--- src/inc/iatr_defines.vh ---
/*
 * Constants for the input alarm threshold register bank: register
 * offsets, field positions, reset values and alarm status bit positions.
 * Assumes inclusion by bare name from the design file.
 */
`ifndef IATR_DEFINES_VH
`define IATR_DEFINES_VH

// =====================================================================
// Register byte addresses
// =====================================================================
`define IATR_ALARM_STATUS_OFF 12'h020
`define IATR_UPPER_TH_OFF 12'h024
`define IATR_LOWER_TH_OFF 12'h028
`define IATR_RESULT_OFF 12'h02C

// =====================================================================
// Field positions and widths
// =====================================================================
`define IATR_HYST_MSB 31
`define IATR_HYST_LSB 26
`define IATR_HYST_PAD_MSB 25
`define IATR_HYST_PAD_LSB 24
`define IATR_LIMIT_MSB 15
`define IATR_LIMIT_LSB 0
`define IATR_EXT_PAD 2'h0

// =====================================================================
// Reset values
// =====================================================================
`define IATR_HYST_RST 6'h00
`define IATR_UPPER_RST 16'hFFFF
`define IATR_LOWER_RST 16'h0000

// =====================================================================
// Alarm status bit positions
// =====================================================================
`define IATR_ST_SUMMARY 0
`define IATR_ST_TRP_OVER 4
`define IATR_ST_TRP_UNDER 5
`define IATR_ST_ACT_OVER 10
`define IATR_ST_ACT_UNDER 11

`endif

--- src/hdl/iatr_regs.v ---
/*
 * Input alarm threshold register bank with APB slave, limit compare with
 * hysteresis release, and alarm status reporting.
 * Assumes a conversion result with a one-cycle valid strobe in the pclk
 * domain, and an APB master that follows the standard two-phase transfer.
 */
// Summary of operation
// RULE1: Hysteresis lives in bits 31..26 of upper register, read/write, resets zero.
// RULE2: Software writes zero into hysteresis bits 25 and 24.
// RULE3: Upper register bits 23..16 are read-only and read zero.
// RULE4: Upper limit in bits 15..0, resets FFFF, compared with two zero LSBs.
// RULE5: Lower limit in bits 15..0, resets zero, compared with two zero LSBs.
// RULE6: Lower register bits 31..16 are read-only and read zero.
// RULE7: Upper register bytes sit at ascending addresses, low byte first.
// RULE8: Lower register bytes sit at ascending addresses, low byte first.
// RULE9: Status bit 0 is the OR of all tripped alarm flags.
// RULE10: Separate active and tripped flags for input over and under alarms.
// RULE11: Each result is compared with both limits; hysteresis governs release.
`timescale 1ns/1ps
`include "iatr_defines.vh"

module iatr_regs #(
    parameter RES_W = 18,
    parameter ADDR_W = 12
) (
    // Clock and reset
    input wire pclk,
    input wire presetn,
    // APB slave
    input wire psel,
    input wire penable,
    input wire pwrite,
    input wire [ADDR_W-1:0] paddr,
    input wire [31:0] pwdata,
    input wire [3:0] pstrb,
    output reg [31:0] prdata,
    output reg pready,
    output reg pslverr,
    // Conversion result
    input wire [RES_W-1:0] conv_result,
    input wire conv_valid,
    // Alarm state
    output reg alarm_over_r,
    output reg alarm_under_r,
    output reg summary_alarm_bit_r
);

// =====================================================================
// Register storage
// =====================================================================
reg [5:0] input_alarm_hysteresis_r;
reg [15:0] input_alarm_upper_limit_r;
reg [15:0] input_alarm_lower_limit_r;
reg [RES_W-1:0] last_result_r;

wire [31:0] upper_threshold_register;
wire [31:0] lower_threshold_register;
wire [31:0] status_word;
wire [31:0] result_word;

// Pad bits 25..24 and 23..16 are constant zero, never stored
assign upper_threshold_register = {input_alarm_hysteresis_r, 2'h0, 8'h00,
    input_alarm_upper_limit_r}; // see RULE1 see RULE3
assign lower_threshold_register = {16'h0000, input_alarm_lower_limit_r}; // see RULE6

// =====================================================================
// APB decode
// =====================================================================
wire acc = psel & penable & ~pready;
// Writes land on the edge where the master samples pready high
wire wr = psel & penable & pready & pwrite;
wire hit_up = (paddr == `IATR_UPPER_TH_OFF);
wire hit_lo = (paddr == `IATR_LOWER_TH_OFF);
wire hit_st = (paddr == `IATR_ALARM_STATUS_OFF);
wire hit_res = (paddr == `IATR_RESULT_OFF);
wire hit_any = hit_up | hit_lo | hit_st | hit_res;
wire ro_wr = pwrite & (hit_st | hit_res);

always @(posedge pclk or negedge presetn) begin
    if (!presetn) begin
        pready <= 1'b0;
        pslverr <= 1'b0;
        prdata <= 32'h00000000;
    end else begin
        // One wait state: pready rises in the second access cycle
        pready <= acc;
        pslverr <= acc & (~hit_any | ro_wr);
        if (acc && !pwrite) begin
            if (hit_up)
                prdata <= upper_threshold_register;
            else if (hit_lo)
                prdata <= lower_threshold_register;
            else if (hit_st)
                prdata <= status_word;
            else if (hit_res)
                prdata <= result_word;
            else
                prdata <= 32'h00000000;
        end else begin
            prdata <= 32'h00000000;
        end
    end
end

// Byte lane n maps to byte address offset+n, lowest byte at lowest address
always @(posedge pclk or negedge presetn) begin
    if (!presetn) begin
        input_alarm_hysteresis_r <= `IATR_HYST_RST; // see RULE1
        input_alarm_upper_limit_r <= `IATR_UPPER_RST; // see RULE4
        input_alarm_lower_limit_r <= `IATR_LOWER_RST; // see RULE5
    end else if (wr) begin
        if (hit_up) begin
            if (pstrb[0])
                input_alarm_upper_limit_r[7:0] <= pwdata[7:0]; // see RULE7
            if (pstrb[1])
                input_alarm_upper_limit_r[15:8] <= pwdata[15:8]; // see RULE7
            // Bits 25..24 are dropped; software is expected to write zero
            if (pstrb[3])
                input_alarm_hysteresis_r <= pwdata[`IATR_HYST_MSB:`IATR_HYST_LSB]; // see RULE2
        end
        if (hit_lo) begin
            if (pstrb[0])
                input_alarm_lower_limit_r[7:0] <= pwdata[7:0]; // see RULE8
            if (pstrb[1])
                input_alarm_lower_limit_r[15:8] <= pwdata[15:8]; // see RULE8
        end
    end
end

// =====================================================================
// Compare with hysteresis
// =====================================================================
wire [RES_W-1:0] upper_ext = {input_alarm_upper_limit_r, `IATR_EXT_PAD}; // see RULE4
wire [RES_W-1:0] lower_ext = {input_alarm_lower_limit_r, `IATR_EXT_PAD}; // see RULE5
wire [RES_W-1:0] hyst_ext = {{(RES_W-8){1'b0}}, input_alarm_hysteresis_r, 2'h0};
// Release points saturate so a wide band near full scale cannot wrap
wire [RES_W:0] lo_rel_sum = {1'b0, lower_ext} + {1'b0, hyst_ext};
wire [RES_W-1:0] over_rel = (upper_ext > hyst_ext) ? (upper_ext - hyst_ext) : {RES_W{1'b0}};
wire [RES_W-1:0] under_rel = lo_rel_sum[RES_W] ? {RES_W{1'b1}} : lo_rel_sum[RES_W-1:0];

reg act_over_r;
reg act_under_r;
reg trp_over_r;
reg trp_under_r;
reg act_over_nxt;
reg act_under_nxt;

always @* begin
    act_over_nxt = act_over_r;
    act_under_nxt = act_under_r;
    if (conv_valid) begin
        // Raise past a limit; release only once below upper limit minus band or above lower limit plus band
        if (conv_result > upper_ext)
            act_over_nxt = 1'b1; // see RULE11
        else if (conv_result < over_rel)
            act_over_nxt = 1'b0; // see RULE11
        if (conv_result < lower_ext)
            act_under_nxt = 1'b1; // see RULE11
        else if (conv_result > under_rel)
            act_under_nxt = 1'b0; // see RULE11
    end
end

always @(posedge pclk or negedge presetn) begin
    if (!presetn) begin
        act_over_r <= 1'b0;
        act_under_r <= 1'b0;
        trp_over_r <= 1'b0;
        trp_under_r <= 1'b0;
        last_result_r <= {RES_W{1'b0}};
        alarm_over_r <= 1'b0;
        alarm_under_r <= 1'b0;
        summary_alarm_bit_r <= 1'b0;
    end else begin
        act_over_r <= act_over_nxt;
        act_under_r <= act_under_nxt;
        if (conv_valid) begin
            last_result_r <= conv_result;
            // Tripped flags follow the raw compare of the latest result
            trp_over_r <= (conv_result > upper_ext); // see RULE10
            trp_under_r <= (conv_result < lower_ext); // see RULE10
            summary_alarm_bit_r <= (conv_result > upper_ext) |
                (conv_result < lower_ext); // see RULE9
        end
        alarm_over_r <= act_over_nxt;
        alarm_under_r <= act_under_nxt;
    end
end

// =====================================================================
// Status and result words
// =====================================================================
reg [31:0] status_mux;
always @* begin
    status_mux = 32'h00000000;
    status_mux[`IATR_ST_SUMMARY] = summary_alarm_bit_r; // see RULE9
    status_mux[`IATR_ST_TRP_OVER] = trp_over_r; // see RULE10
    status_mux[`IATR_ST_TRP_UNDER] = trp_under_r; // see RULE10
    status_mux[`IATR_ST_ACT_OVER] = act_over_r; // see RULE10
    status_mux[`IATR_ST_ACT_UNDER] = act_under_r; // see RULE10
end
assign status_word = status_mux;
assign result_word = {{(32-RES_W){1'b0}}, last_result_r};

endmodule // iatr_regs

--- config.mk ---
export PLATFORM = sky130hd
export DESIGN_NAME = iatr_regs
export DESIGN_NICKNAME = d
export VERILOG_FILES = /design/src/hdl/iatr_regs.v
export VERILOG_INCLUDE_DIRS = /design/src /design/src/inc
export SDC_FILE = /design/constraint.sdc
export NUM_CORES = 1
export LEC_CHECK = 0
export BUFFER_PORTS_ARGS = -buffer_cell sky130_fd_sc_hd__buf_2
export CAP_MARGIN = 10
export CORE_UTILIZATION = 39
export DETAILED_ROUTE_END_ITERATION = 6
export PLACE_DENSITY = 0.57
export SLEW_MARGIN = 0
export SYNTH_ARGS = -nofsm -noshare
export SYNTH_HDL_FRONTEND = slang
export SYNTH_SLANG_ARGS = --single-unit
export TNS_END_PERCENT = 100
--- constraint.sdc ---
create_clock -name pclk -period 4.9 [get_ports pclk]
set_clock_uncertainty 0.15 [all_clocks]
set_input_delay 0.245 -clock pclk [delete_from_list [all_inputs] [get_ports pclk]]
set_output_delay 0.245 -clock pclk [all_outputs]
set_load 0.02 [all_outputs]
==> impl_results.md <==
* Status: complete, no violations
* CP most frequent cell: nor2_1
* Port Buf Inserts at between 80 and 90
* Fin crit period at 4.17 ns
* Initial antenna violation count at 0
* Clock slew at reported path FFs at approximately 0.070 ns
* Die ar. at about 16,000 um2
* MaxCap Viol Count at 0
* Reg2Reg Depth at 12
* # diodes at 0
* Core Region at 15,200 um2
* RSZ-0062 raised after global routing: false
* Sequential area share after synthesis at 0.362
* Chip Height at approximately 130 um
* Initial DRC count at about 330
* Synth cell types at 60
* Final Util at 0.466
* Vias/cell at 5.61
* Clk buf depth at 2
* # fillers at ~1,500
* CTS tree: yes
* Worst path bufs/invs at 0
* Final Hold Viols at 0
* Largest net degree at the start of global routing at between 50 and 60
* Nets@finish at 871
* WP data arrival at ~4.3 ns
* Largest cells by area after synthesis: dfrtp_1, ha_1, mux2_2
* Later-pin clock latency in the skew report at approximately 0.34 ns
* DR pass1 iterations at 5
* Setup TNS Final at 0 ns
* Syn Inst Count at just over 600
* DR DRC count at 0
* CTS Sinks at between 80 and 90
* Ratio of cells with drive above 1 in the final layout at 0.256
* CP startpoint: input_alarm_lower_limit_r[6]$_DFFE_PN0P_
* Post-DP HPWL at 13,300 um
* GP Congestion at roughly 0.84
* Max incr delay on CP at ~0.83 ns
* Final Cycle Share at 0.851
* Vias in the first global route at between 5,000 and 6,000
* Yosys warnings at 0
* Post-CTS Setup Bufs at 0
* Main flop type after synthesis: dfrtp_1
* Worst Tran Pin Value at roughly 0.99 ns
* R2R Path Start: input_alarm_lower_limit_r[6]$_DFFE_PN0P_
* CTS HTree Levels at 3
* CP Class: reg -> reg
* Pins Over Slew Limit at 0
* Row count at between 40 and 50
* Initial Utilization at 0.399
* Synth top area share at 0.293
* Critical-path cell list: and3_1, nand2_1, nor4_1, o221ai_1, nor2_1, nor2_1, ha_1, nand4_1, nor2_1, a2111oi_0, nor2_1, o311ai_0
* Post-Syn Area at between 6000 and 7000 um2
* Critical Path Stages at 12
* Crit Path Max Fanout at 15
* Routed len/inst at 18.6 um
* Root Buffer: clkbuf_16
* Post_cts resized at 0
* First-pass GRT wire length at around 27,000 um
* Die Wd at 127 um
* CP required at 4.98 ns
* Post-DRT Antenna Nets at 0
* Slowest cell on crit path: nor2_1
* GR Overflow Total at 0
* Area post-placement at roughly 6700 um2
* Post-synth EDFFs at 0
* Synth Register Bits at 87
* R2R Path End: act_under_r$_DFFE_PN0P_
* Io pins at approximately 110
* Flop-to-flop setup slack at 0.73 ns
* Async SR Flop Fraction at 1.00
* Yosys top cell by area: dfrtp_1
* Element type at the critical path start: flip-flop
* CTS Buf Count at 9
* Largest delay share family, worst path: simple AND/OR/NAND/NOR gates
* Pleak at 3.33 nW
* Reg area at about 2200 um2
* Final Cell Area at roughly 7100 um2
* Area grow syn2layout at 16.7%
* Routed wire length at roughly 17,000 um
* Synth Area per Inst at ~10 um2
* Max Clk Rate at between 200 and 250 MHz
* Power per cell area at 227 nW/um2
* Final setup viols at 0
* Vias at slightly above 5,000
* Worst setup EP type: flip-flop
* Peak supply drop at roughly 0.15 mV
* Worst min-delay path class: in -> reg
* CP Capture Point: act_under_r$_DFFE_PN0P_
* Slew Limit Headroom at 0.341
* GRT Overall Usage at 0.222
* Multi-input gate area at roughly 3600 um2
==> cell usage after synthesis, types with 4 or more instances <==
cell and n:
clkbuf_1 14, nor3_1 17, a211oi_1 7, nand2b_1 4, a21o_1 8, a21oi_1 36
o21ai_0 24, o21a_1 6, nand2_1 30, a2111oi_0 4, or3_1 5, nand4_1 14
nor2_1 52, o31ai_1 4, inv_1 54, ha_1 76, mux2_2 53, nor2b_1 11
mux2i_1 6, nand3_1 13, dfstp_2 16, xnor2_1 12, dfrtp_1 71, nor4_1 23
buf_4 9
==> cells in the final DEF, fill, tap and decap left out, drive strengths merged, types with 10 or more instances in the layout <==
master       count
dfrtp           71
nor2            53
nor4            23
dlygate4sd3     15
nor2b           11
mux2            55
nand3           13
xnor2           12
o21ai           25
nand4           14
nor3            18
a21oi           36
dfstp           16
buf             91
clkbuf          10
ha              76
inv             57
nand2           33
==> worst min path at each step <==
stage / endpoint / cells after the start / slack (ns) / start
2_1_floorplan: act_over_r$_DFFE_PN0P_ / 0 / -0.20 / presetn
3_3_place_gp: prdata[16]$_DFF_PN0_ / 1 / 0.07 / presetn
3_5_place_dp: prdata[16]$_DFF_PN0_ / 1 / 0.07 / presetn
4_1_cts: input_alarm_upper_limit_r[2]$_DFFE_PN1P_ / 2 / 0.006 / pwdata[2]
5_1_grt: input_alarm_lower_limit_r[2]$_DFFE_PN0P_ / 2 / 0.01 / pwdata[2]
6_report: input_alarm_lower_limit_r[10]$_DFFE_PN0P_ / 2 / 0.01 / pwdata[10]
==> cell families after synthesis <==
| kind of cell | after synthesis | synth area share |
|---|---|---|
| compound gates | 111 | 0.117 |
| xor+xnor | 15 | 0.0216 |
| fa+ha+maj | 78 | 0.163 |
| buf+inv | 80 | 0.0567 |
| flops | 87 | 0.362 |
| mux | 62 | 0.116 |
| other cells | 1 | 0.000618 |
| simple gates | 189 | 0.164 |
==> metal layers <==
layer,GRT usage,up-vias,part of all wire
met5,0,-,0
met1,0.303,2519,0.47
met3,0.0371,26,0.052
met4,0.0798,0,0.023
li1,-,2425,-
met2,0.356,153,0.46
==> stage by stage <==
stage	std cells	setup WS (ns)	power, mW	hold slack (ns)
final	914	0.731	1.61	0.0101
after detailed placement	883	0.614	0.961	0.0748
after global routing	914	0.197	1.68	0.0107
after CTS	914	0.601	1.62	0.00568
after floorplan	630	1.46	0.871	-0.201
after global placement	883	0.824	0.955	0.0669
==> where the power goes <==
part	leakage (nW)	total (mW)	switching, mW	internal [mW]
clock network	0.134	0.650	0.299	0.351
logic	2.09	0.206	0.121	0.0844
registers	1.10	0.752	0.0122	0.739
==> cell type report <==
| type | count | share of cell area |
|---|---|---|
| Clock inverter | 6 | 0.00724 |
| Clock buffer | 10 | 0.0323 |
| Tap cell | 188 | 0.0332 |
| Timing Repair Buffer | 106 | 0.0865 |
| Sequential cell | 87 | 0.310 |
| Multi-Input combinational cell | 463 | 0.502 |
| Inverter | 54 | 0.0286 |
==> state kept, by name (all words and copies together) (netlist names) <==
register                   count
last_result_r                 18
trp_over_r                     1
pslverr                        1
trp_under_r                    1
act_over_r                     1
act_under_r                    1
input_alarm_upper_limit_r     16
prdata                        24
pready                         1
input_alarm_hysteresis_r       6
summary_alarm_bit_r            1
input_alarm_lower_limit_r     16
==> worst reg2reg max path: stages, from the launching register on <==
cell	delay (ns)
dfrtp_1	0.50
and3_1	0.22
nand2_1	0.11
nor4_1	0.40
o221ai_1	0.33
nor2_1	0.83
nor2_1	0.13
ha_1	0.34
nand4_1	0.13
nor2_1	0.06
a2111oi_0	0.45
nor2_1	0.08
o311ai_0	0.32
==> repair_timing <==
item | 4_1_cts | 5_1_grt
hold buffers | 15 | 0
setup endpoints to repair | 0 | 0
endpoints found under the hold margin | 48 | 0
Power figures use the tool's default switching activity.
